## src/core/bwa_pkg.sv

```systemverilog
package bwa_pkg;

  localparam int unsigned BWA_DW = 32;
  localparam int unsigned BWA_AW = 8;

  localparam logic [7:0] BWA_OFF_CTRL  = 8'h00;
  localparam logic [7:0] BWA_OFF_DST   = 8'h04;
  localparam logic [7:0] BWA_OFF_SRC   = 8'h08;
  localparam logic [7:0] BWA_OFF_IMM   = 8'h0c;
  localparam logic [7:0] BWA_OFF_RES   = 8'h10;
  localparam logic [7:0] BWA_OFF_FLAGS = 8'h14;
  localparam logic [7:0] BWA_OFF_STAT  = 8'h18;

  localparam int unsigned BWA_CTRL_OP_LSB  = 0;
  localparam int unsigned BWA_CTRL_OP_W    = 5;
  localparam int unsigned BWA_CTRL_WORD    = 8;
  localparam int unsigned BWA_CTRL_IMM     = 9;
  localparam int unsigned BWA_CTRL_TWO     = 10;
  localparam int unsigned BWA_CTRL_GO      = 31;
  localparam int unsigned BWA_STAT_DONE    = 0;
  localparam int unsigned BWA_STAT_REFUSED = 1;
  localparam int unsigned BWA_STAT_DIVZERO = 2;

  localparam logic [15:0] BWA_DST_RST   = 16'h0000;
  localparam logic [15:0] BWA_SRC_RST   = 16'h0000;
  localparam logic [7:0]  BWA_IMM_RST   = 8'h00;
  localparam logic [3:0]  BWA_BCD_LIMIT = 4'h9;
  localparam logic [7:0]  BWA_BCD_LO    = 8'h06;
  localparam logic [7:0]  BWA_BCD_HI    = 8'h60;
  localparam logic [7:0]  BWA_BCD_MAX   = 8'h99;

  typedef enum logic [4:0] {
    OP_ADD       = 5'h00,
    OP_SUB       = 5'h01,
    OP_ADD_WITH_CARRY        = 5'h02,
    OP_SUBTRACT_WITH_BORROW  = 5'h03,
    OP_INCREMENT             = 5'h04,
    OP_DECREMENT_BY_ONE      = 5'h05,
    OP_WORD_PLUS_SMALL       = 5'h06,
    OP_WORD_MINUS_SMALL      = 5'h07,
    OP_DECIMAL_ADJUST_AFTER_ADD      = 5'h08,
    OP_DECIMAL_ADJUST_AFTER_SUBTRACT = 5'h09,
    OP_UNSIGNED_MULTIPLY     = 5'h0a,
    OP_UNSIGNED_DIVIDE       = 5'h0b,
    OP_COMPARE_OPERATION     = 5'h0c,
    OP_TWOS_COMPLEMENT_NEGATE = 5'h0d,
    OP_AND       = 5'h0e,
    OP_OR        = 5'h0f,
    OP_XOR       = 5'h10,
    OP_NOT       = 5'h11
  } bwa_op_e;

  typedef struct packed {
    logic h;
    logic n;
    logic z;
    logic v;
    logic c;
  } bwa_flags_s;

  typedef struct packed {
    logic [15:0] res;
    logic        c;
    logic        v;
    logic        h;
  } bwa_arith_s;

endpackage

```

## src/core/bwa_alu.sv

```systemverilog
// Behaviour
// - Add or subtract two registers, byte or word.
// - Plain subtract has no immediate form.
// - Word add/subtract uses registers only.
// - Byte add/subtract with carry or borrow.
// - Increment or decrement byte by one.
// - Word plus or minus one or two.
// - Decimal adjust byte using flags.
// - Eight by eight multiply, sixteen-bit product.
// - Sixteen by eight divide, quotient and remainder.
// - Compare updates flags, destination unchanged.
// - Word compare registers only.
// - Negate as zero minus register.
// - Bitwise AND with register or immediate.
// - Bitwise OR with register or immediate.
// - Bitwise XOR with register or immediate.
// - Invert every bit of byte.
// - Flag register holds half carry, negative, zero, overflow, carry.
//
// Chosen here: the register addresses and the Wishbone register port.
`timescale 1ns/1ps
`default_nettype none

module bwa_alu
  import bwa_pkg::*;
(
  input  wire logic                       clk_i,
  input  wire logic                       rst_i,
  input  wire logic                       wb_cyc_i,
  input  wire logic                       wb_stb_i,
  input  wire logic                       wb_we_i,
  input  wire logic [bwa_pkg::BWA_AW-1:0] wb_adr_i,
  input  wire logic [3:0]                 wb_sel_i,
  input  wire logic [bwa_pkg::BWA_DW-1:0] wb_dat_i,
  output logic      [bwa_pkg::BWA_DW-1:0] wb_dat_o,
  output logic                            wb_ack_o
);
  import bwa_pkg::*;

  logic [BWA_DW-1:0] wmask;
  logic [BWA_DW-1:0] wdata;
  logic [BWA_DW-1:0] rd_next;
  logic              ack_reg;
  logic [BWA_DW-1:0] rd_reg;
  logic              wr_go;
  logic [15:0]       dst_reg;
  logic [15:0]       src_reg;
  logic [7:0]        imm_reg;
  logic [15:0]       res_reg;
  bwa_flags_s        flags_reg;
  bwa_op_e           op_reg;
  logic              word_reg;
  logic              use_imm_reg;
  logic              two_reg;
  logic              go_reg;
  logic              done_reg;
  logic              refused_reg;
  logic              divzero_reg;

  logic [15:0]       opb;
  bwa_arith_s        ar;
  logic [15:0]       res_next;
  bwa_flags_s        flags_next;
  logic              wr_dst;
  logic              refused;
  logic              divzero;
  logic              is_word;
  logic [7:0]        adj;
  logic              adj_c;

  genvar gi;
  generate
    for (gi = 0; gi < 4; gi++)
    begin : g_lane
      assign wmask[gi*8 +: 8] = {8{wb_sel_i[gi]}};
    end
  endgenerate

  assign wdata    = wb_dat_i & wmask;
  assign wr_go    = wb_cyc_i && wb_stb_i && wb_we_i && ack_reg;
  assign wb_ack_o = ack_reg;
  assign wb_dat_o = rd_reg;

  function automatic logic [15:0] merge16(input logic [15:0] old,
                                          input logic [BWA_DW-1:0] d,
                                          input logic [BWA_DW-1:0] m);
    merge16 = (old & ~m[15:0]) | d[15:0];
  endfunction

  function automatic bwa_arith_s addsub(input logic [15:0] a, input logic [15:0] b,
                                        input logic sub, input logic cin,
                                        input logic wide);
    logic [15:0] bb;
    logic        ci;
    logic [16:0] s;
    logic [4:0]  hs;
    logic [12:0] hw;
    bwa_arith_s  r;
    bb = sub ? ~b : b;
    ci = sub ? ~cin : cin;
    s  = {1'b0, a} + {1'b0, bb} + {16'h0000, ci};
    hs = {1'b0, a[3:0]} + {1'b0, bb[3:0]} + {4'h0, ci};
    hw = {1'b0, a[11:0]} + {1'b0, bb[11:0]} + {12'h000, ci};
    r.res = s[15:0];
    if (wide)
    begin
      r.c = s[16] ^ sub;
      r.v = (a[15] == bb[15]) && (s[15] != a[15]);
      r.h = hw[12] ^ sub;
    end
    else
    begin
      r.c = (a[8] ^ bb[8] ^ s[8]) ^ sub;
      r.v = (a[7] == bb[7]) && (s[7] != a[7]);
      r.h = hs[4] ^ sub;
    end
    addsub = r;
  endfunction

  // Wishbone classic slave: one ack per request, answered one cycle after it.
  always_ff @(posedge clk_i)
  begin
    if (rst_i)
      ack_reg <= 1'b0;
    else
      ack_reg <= wb_cyc_i && wb_stb_i && !ack_reg;
  end

  always_comb
  begin
    rd_next = '0;
    case (wb_adr_i)
      BWA_OFF_CTRL:
      begin
        rd_next[BWA_CTRL_OP_LSB +: BWA_CTRL_OP_W] = op_reg;
        rd_next[BWA_CTRL_WORD] = word_reg;
        rd_next[BWA_CTRL_IMM]  = use_imm_reg;
        rd_next[BWA_CTRL_TWO]  = two_reg;
      end
      BWA_OFF_DST:   rd_next[15:0] = dst_reg;
      BWA_OFF_SRC:   rd_next[15:0] = src_reg;
      BWA_OFF_IMM:   rd_next[7:0]  = imm_reg;
      BWA_OFF_RES:   rd_next[15:0] = res_reg;
      BWA_OFF_FLAGS: rd_next[4:0]  = flags_reg;
      BWA_OFF_STAT:
      begin
        rd_next[BWA_STAT_DONE]    = done_reg;
        rd_next[BWA_STAT_REFUSED] = refused_reg;
        rd_next[BWA_STAT_DIVZERO] = divzero_reg;
      end
      default:       rd_next = '0;
    endcase
  end

  always_ff @(posedge clk_i)
  begin
    if (rst_i)
      rd_reg <= '0;
    else if (wb_cyc_i && wb_stb_i && !ack_reg)
      rd_reg <= rd_next;
  end

  // Control register: a write with the go bit set launches one operation.
  always_ff @(posedge clk_i)
  begin
    if (rst_i)
    begin
      op_reg      <= OP_ADD;
      word_reg    <= 1'b0;
      use_imm_reg <= 1'b0;
      two_reg     <= 1'b0;
      go_reg      <= 1'b0;
    end
    else
    begin
      go_reg <= 1'b0;
      if (wr_go && wb_adr_i == BWA_OFF_CTRL)
      begin
        if (wb_sel_i[0])
          op_reg <= bwa_op_e'(wb_dat_i[BWA_CTRL_OP_LSB +: BWA_CTRL_OP_W]);
        if (wb_sel_i[1])
        begin
          word_reg    <= wb_dat_i[BWA_CTRL_WORD];
          use_imm_reg <= wb_dat_i[BWA_CTRL_IMM];
          two_reg     <= wb_dat_i[BWA_CTRL_TWO];
        end
        go_reg <= wb_sel_i[3] && wb_dat_i[BWA_CTRL_GO];
      end
    end
  end

  always_ff @(posedge clk_i)
  begin
    if (rst_i)
    begin
      src_reg <= BWA_SRC_RST;
      imm_reg <= BWA_IMM_RST;
    end
    else if (wr_go && wb_adr_i == BWA_OFF_SRC)
      src_reg <= merge16(src_reg, wdata, wmask);
    else if (wr_go && wb_adr_i == BWA_OFF_IMM)
      imm_reg <= (imm_reg & ~wmask[7:0]) | wdata[7:0];
  end

  // Datapath.
  always_comb
  begin
    opb        = use_imm_reg ? {8'h00, imm_reg} : src_reg;
    is_word    = 1'b0;
    ar         = addsub(dst_reg, opb, 1'b0, 1'b0, 1'b0);
    res_next   = dst_reg;
    flags_next = flags_reg;
    wr_dst     = 1'b1;
    refused    = 1'b0;
    divzero    = 1'b0;
    adj        = 8'h00;
    adj_c      = flags_reg.c;
    case (op_reg)
      OP_ADD, OP_SUB, OP_COMPARE_OPERATION:
      begin
        is_word = word_reg;
        ar = addsub(dst_reg, opb, op_reg != OP_ADD, 1'b0, word_reg);
        res_next = word_reg ? ar.res : {dst_reg[15:8], ar.res[7:0]};
        refused = (op_reg == OP_SUB && use_imm_reg)
               || (word_reg && use_imm_reg);
        wr_dst = (op_reg != OP_COMPARE_OPERATION);
      end
      OP_ADD_WITH_CARRY, OP_SUBTRACT_WITH_BORROW:
      begin
        ar = addsub(dst_reg, opb, op_reg == OP_SUBTRACT_WITH_BORROW,
                    flags_reg.c, 1'b0);
        res_next = {dst_reg[15:8], ar.res[7:0]};
      end
      OP_INCREMENT, OP_DECREMENT_BY_ONE:
      begin
        ar = addsub(dst_reg, 16'h0001, op_reg == OP_DECREMENT_BY_ONE,
                    1'b0, 1'b0);
        res_next = {dst_reg[15:8], ar.res[7:0]};
      end
      OP_WORD_PLUS_SMALL, OP_WORD_MINUS_SMALL:
      begin
        is_word = 1'b1;
        ar = addsub(dst_reg, two_reg ? 16'h0002 : 16'h0001,
                    op_reg == OP_WORD_MINUS_SMALL, 1'b0, 1'b1);
        res_next = ar.res;
      end
      OP_DECIMAL_ADJUST_AFTER_ADD, OP_DECIMAL_ADJUST_AFTER_SUBTRACT:
      begin
        if (op_reg == OP_DECIMAL_ADJUST_AFTER_ADD)
        begin
          if (flags_reg.h || dst_reg[3:0] > BWA_BCD_LIMIT)
            adj = adj | BWA_BCD_LO;
          if (flags_reg.c || dst_reg[7:0] > BWA_BCD_MAX)
          begin
            adj   = adj | BWA_BCD_HI;
            adj_c = 1'b1;
          end
          res_next = {dst_reg[15:8], dst_reg[7:0] + adj};
        end
        else
        begin
          if (flags_reg.h)
            adj = adj | BWA_BCD_LO;
          if (flags_reg.c)
            adj = adj | BWA_BCD_HI;
          res_next = {dst_reg[15:8], dst_reg[7:0] - adj};
        end
      end
      OP_UNSIGNED_MULTIPLY:
      begin
        is_word = 1'b1;
        res_next = {8'h00, dst_reg[7:0]} * {8'h00, src_reg[7:0]};
      end
      OP_UNSIGNED_DIVIDE:
      begin
        divzero = (src_reg[7:0] == 8'h00);
        wr_dst = !divzero;
        if (!divzero)
        begin
          res_next[7:0]  = 8'(dst_reg / {8'h00, src_reg[7:0]});
          res_next[15:8] = 8'(dst_reg % {8'h00, src_reg[7:0]});
        end
      end
      OP_TWOS_COMPLEMENT_NEGATE:
      begin
        ar = addsub(16'h0000, dst_reg, 1'b1, 1'b0, 1'b0);
        res_next = {dst_reg[15:8], ar.res[7:0]};
      end
      OP_AND: res_next = {dst_reg[15:8], dst_reg[7:0] & opb[7:0]};
      OP_OR:  res_next = {dst_reg[15:8], dst_reg[7:0] | opb[7:0]};
      OP_XOR: res_next = {dst_reg[15:8], dst_reg[7:0] ^ opb[7:0]};
      OP_NOT: res_next = {dst_reg[15:8], ~dst_reg[7:0]};
      default: refused = 1'b1;
    endcase
    // Flag update by operation class.
    case (op_reg)
      OP_ADD, OP_SUB, OP_COMPARE_OPERATION, OP_ADD_WITH_CARRY,
      OP_SUBTRACT_WITH_BORROW, OP_TWOS_COMPLEMENT_NEGATE,
      OP_WORD_PLUS_SMALL, OP_WORD_MINUS_SMALL:
      begin
        flags_next.n = is_word ? res_next[15] : res_next[7];
        flags_next.z = is_word ? (res_next == 16'h0000) : (res_next[7:0] == 8'h00);
        flags_next.v = ar.v;
        flags_next.c = ar.c;
        flags_next.h = ar.h;
        if (op_reg == OP_ADD_WITH_CARRY || op_reg == OP_SUBTRACT_WITH_BORROW)
          flags_next.z = flags_reg.z && (res_next[7:0] == 8'h00);
      end
      OP_INCREMENT, OP_DECREMENT_BY_ONE:
      begin
        flags_next.n = res_next[7];
        flags_next.z = (res_next[7:0] == 8'h00);
        flags_next.v = ar.v;
      end
      OP_DECIMAL_ADJUST_AFTER_ADD, OP_DECIMAL_ADJUST_AFTER_SUBTRACT:
      begin
        flags_next.n = res_next[7];
        flags_next.z = (res_next[7:0] == 8'h00);
        flags_next.c = adj_c;
      end
      OP_UNSIGNED_DIVIDE:
      begin
        flags_next.n = !divzero && res_next[7];
        flags_next.z = divzero;
      end
      OP_AND, OP_OR, OP_XOR, OP_NOT:
      begin
        flags_next.n = res_next[7];
        flags_next.z = (res_next[7:0] == 8'h00);
        flags_next.v = 1'b0;
      end
      default: flags_next = flags_reg;
    endcase
  end

  // Execution: destination, result and flags follow one cycle after go.
  always_ff @(posedge clk_i)
  begin
    if (rst_i)
    begin
      dst_reg   <= BWA_DST_RST;
      res_reg   <= '0;
      flags_reg <= '0;
    end
    else if (go_reg)
    begin
      if (!refused)
      begin
        res_reg   <= res_next;
        flags_reg <= flags_next;
        if (wr_dst)
          dst_reg <= res_next;
      end
    end
    else if (wr_go && wb_adr_i == BWA_OFF_DST)
      dst_reg <= merge16(dst_reg, wdata, wmask);
    else if (wr_go && wb_adr_i == BWA_OFF_FLAGS && wb_sel_i[0])
      flags_reg <= wb_dat_i[4:0];
  end

  always_ff @(posedge clk_i)
  begin
    if (rst_i)
    begin
      done_reg    <= 1'b0;
      refused_reg <= 1'b0;
      divzero_reg <= 1'b0;
    end
    else if (go_reg)
    begin
      done_reg    <= 1'b1;
      refused_reg <= refused;
      divzero_reg <= divzero && !refused;
    end
    else if (wr_go && wb_adr_i == BWA_OFF_CTRL)
      done_reg <= 1'b0;
  end
endmodule

`default_nettype wire

```

## config.mk

```make
export PLATFORM = sky130hd
export DESIGN_NAME = bwa_alu
export DESIGN_NICKNAME = d
export VERILOG_FILES = /design/src/core/bwa_pkg.sv /design/src/core/bwa_alu.sv
export SDC_FILE = /design/constraint.sdc
export NUM_CORES = 1
export LEC_CHECK = 0
export ABC_AREA = 1
export BUFFER_PORTS_ARGS = -buffer_cell sky130_fd_sc_hd__buf_2
export CAP_MARGIN = 15
export CORE_ASPECT_RATIO = 0.75
export CORE_UTILIZATION = 35
export CTS_CLUSTER_SIZE = 12
export DETAILED_ROUTE_END_ITERATION = 12
export PLACE_DENSITY = 0.52
export SETUP_SLACK_MARGIN = 0.15
export SYNTH_ARGS = -nofsm -noshare
export SYNTH_HDL_FRONTEND = slang
export SYNTH_SLANG_ARGS = --single-unit
```

## constraint.sdc

```tcl
create_clock -name clk_i -period 35.6 [get_ports clk_i]
set_input_delay 0 -clock clk_i [delete_from_list [all_inputs] [get_ports clk_i]]
set_output_delay 0 -clock clk_i [all_outputs]
set_load 0.01 [all_outputs]
```

==> results.md <==
- Counting flops with an async set or reset pin after synthesis yields a share of 0%.
- Relative to the synthesized area, the layout overhead comes to 8.54%.
- For this run, design rule violations remaining after detail routing come to 0.
- Once detail routing completed, the nets flagged for antenna violations numbered 0.
- The quantity of gates resized following cts is 0.
- The maximum fanout along the worst path is 20.
- During I/O placement, the number of pins put on the boundary was 82.
- The slowest cell on the critical path is inv_1.
- Once the floorplan was initialized, standard cells occupied 35.5% of the core.
- The internal power of the cells is 246 uW.
- The total power consumption of the routed design is 472 uW.
- Summed over all layers, the global routing overflow is 0.
- The number of antenna violations at the first check in global routing is 1.
- The core region is 45,900 um2.
- The start point of the worst min-delay path is wb_dat_i[15].
- The part of the cycle the worst path needs is 86.1%.
- The delay contributed by the slowest stage of the critical path is 0.44 ns.
- The total power per unit cell area is 26.7 nW/um2.
- The first-pass iteration count of the detailed router is 7.
- The worst-case IR drop observed on VDD is 0.0257 mV.
- The data arrival at the endpoint of the critical path is 30.94 ns.
- Setup violations remaining at the end of the flow were counted as 0.
- In the final routed layout, each cell accounts on average for 18.8 um.
- For the final database, setup skew stands at 0.00889 ns.
- At the end of routability-driven placement, the weighted congestion stood at 0.969.
- The flow ran to the end, and the final reports show no timing, DRC or antenna violations.
- The mean area per synthesized cell is 6.24 um2.
- The share of the yosys chip area belonging to registers is 11.1%.
- The critical path is of the register to register type.
- The tree is rooted in a clkbuf_16.
- For this block, the via count after detailed routing is 17.4k.
- The number of sinks handled by clock tree synthesis is 90.
- The area of the mapped netlist is 16,300 um2.
- The CTS tree is built.
- The first global-routing pass estimated 94,500 um of wire.
- The number of distinct standard cells referenced by the synthesized netlist is 64.
- The biggest area contributor in the post-synthesis netlist is ha_1.
- The max-capacitance violation count is 0.
- After the first detailed-routing iteration, the DRC count stood at 1,387.
- The static leakage power is 0.00906 uW.
- The depth of the CTS H-tree is 3.
- After detailed routing, the number of vias per cell comes to 5.35.
- After synthesis, the largest area contributor takes up 16.4% of total cell area.
- In the synthesized netlist, the number of instances is 2,611.
- The element type at the critical path start is a register.
- The shortest period the worst path allows is 30.64 ns.
- The final number of hold-violating endpoints is 0.
- The count of flip-flops with a built-in enable after synthesis is 0.
- The x dimension of the die is 251 um.
- The total of buffers placed on input and output ports is 49.
- The total half-perimeter wirelength after legalization and detailed placement is 48,400 um.
- The net switching power is 227 uW.
- STA puts the critical path data required time at 35.90 ns.
- The maximum number of buffers from clock root to sink is 2.
- Fill cells in the final layout number 4,972.
- The total CTS buffers is 9.
- The type of the tightest min-delay check is primary input to register.
- Setup repair after global routing left no endpoint under its margin.
- By count the netlist is led by nand2_1 (537), inv_1 (428), nor2_1 (240).
- The setup TNS is 0 ns.
- In the final layout, the share of cells above drive strength 1 is 8.02%.
- The overall routing resource usage is 25.6%.
- The actual transition at the worst max-transition pin is 1.12 ns.
- The via count of the first global-routing pass is 16.5k.
- The repair_antennas step left the layout with diodes totalling 0.
- The most used flip-flop cell after synthesis is dfxtp_1.
- The number of synthesized register bits is 90.
- Yosys printed 0 warnings.
- Net switching is 48.0% of the power.
- The post-detailed-routing wire length is 61,000 um.
- Derived from the worst setup path, the maximum achievable clock frequency is 0.0326 GHz.
- The number of placement rows is 68.
- Clock-pin slew was measured on the worst setup and hold paths at 0.08 ns.
- The total number of nets in the final design is 2,956.
- Sorting the synthesized cells by area gives the leading types as ha_1 (16%), nand2_1 (12%), dfxtp_1 (11%).
- The cell with the most instances on the worst path is nand2_1.
- The clock share of power is 20.7%.
- The part of the total power dissipated in sequential elements is 21.4%.
- The maximum number of pins on one net before global-route repair is 50.
- Cells fill 38.5% of the core in the end.
- The remaining max-slew budget at the tightest pin is 25.0%.
- Yosys instantiated no cell more often than nand2_1.
- The number of pins exceeding their max-slew limit in the final report is 0.
- The die is 189 um tall.
- The capturing element type of the critical path is a register.
- The share of total power dissipated in combinational logic is 57.9%.
- The die footprint is 47,400 um2.
- The clock reaches the later pin of the worst-skew pair after 0.36 ns.
## power by group through the flow
stage               clock [uW]  combinational [uW]  sequential [uW]
global placement             0                 266              103
finish                    97.9                 274              101
floorplan                    0                 224              103
CTS                       98.7                 274              101
global route               103                 309              101
detailed placement           0                 272              103
## cell usage in the layout (no fill, tap or decap), types with 9 or more instances in the layout
cell type	netlist	routed
o211ai_1	18	18
buf_4	16	39
nor2_1	240	239
o22ai_1	34	34
xor2_1	57	57
o2111ai_1	10	10
xnor2_1	44	44
nor3_1	41	40
fa_1	43	43
o21ai_0	196	196
a31oi_1	13	13
clkbuf_16	0	9
dfxtp_1	90	90
nand3_2	12	12
or2_2	19	19
o21bai_1	14	14
dlygate4sd3_1	0	17
conb_1	1	16
inv_1	428	428
nand4_1	19	19
buf_2	4	49
a21o_1	17	17
nand2_1	537	537
o21ai_1	25	25
inv_2	13	13
o221ai_1	11	11
nand2_2	25	25
ha_1	214	214
nand3_1	128	128
a21oi_1	157	157
nand2_4	9	9
## cell families after synthesis
logic type,share of synthesized area [%]
simple gates,28.8
xor+xnor,5.43
compound gates,19.9
buf+inv,13.0
flops,11.1
fa+ha+maj,21.7
other cells,0.0230
## repair_timing
action                     4_1_cts  5_1_grt
hold buffers                    17        0
setup endpoints to repair        0        0
hold endpoints to repair        33        0
setup buffers                    0        0
## final cells by class
class	instances	area [um2]	area share, %
clock buffer	9	225	1.27
multi-input combinational	1995	12400	70.4
sequential	90	1800	10.2
timing repair buffer	105	708	4.00
clock inverter	7	76.3	0.432
inverter	449	1690	9.53
tap	595	744	4.21
## final timing paths
kind,depth (start not counted),slack [ns],end
min reg2reg,2,0.47,wb_dat_o[13]$_SDFFE_PP0P_
max reg2reg,200,4.96,flags_reg[2]$_SDFFE_PP0P_
max,200,4.96,flags_reg[2]$_SDFFE_PP0P_
min,3,0.04,register
## through the flow
stage | area [um2] | hold slack (ns) | std cells | worst slack [ns]
floorplan | 16300 | 0.135 | 2626 | 9.30
global placement | 17200 | 0.257 | 3217 | 5.65
detailed placement | 17200 | 0.256 | 3217 | 5.14
CTS | 17700 | 0.0170 | 3250 | 5.00
global route | 17700 | 0.0319 | 3250 | 1.50
finish | 17700 | 0.0397 | 3250 | 4.96
## layer usage
| metal | global-route usage [%] | vias up | wire (um) |
|---|---|---|---|
| met4 | 7.18 | 2 | 1570 |
| met2 | 37.6 | 657 | 24500 |
| li1 | - | 8609 | - |
| met5 | 0 | - | 13 |
| met1 | 37.5 | 8029 | 29500 |
| met3 | 5.22 | 83 | 5470 |
## critical path: cells and delay by family, from the launching register on
kind | cells | cell delay [ns]
xor+xnor | 1 | 0.12
compound gates | 55 | 10.06
flops | 1 | 0.31
buf+inv | 27 | 3.42
fa+ha+maj | 16 | 5.20
simple gates | 101 | 11.38
(Power assumes the default switching activity.)
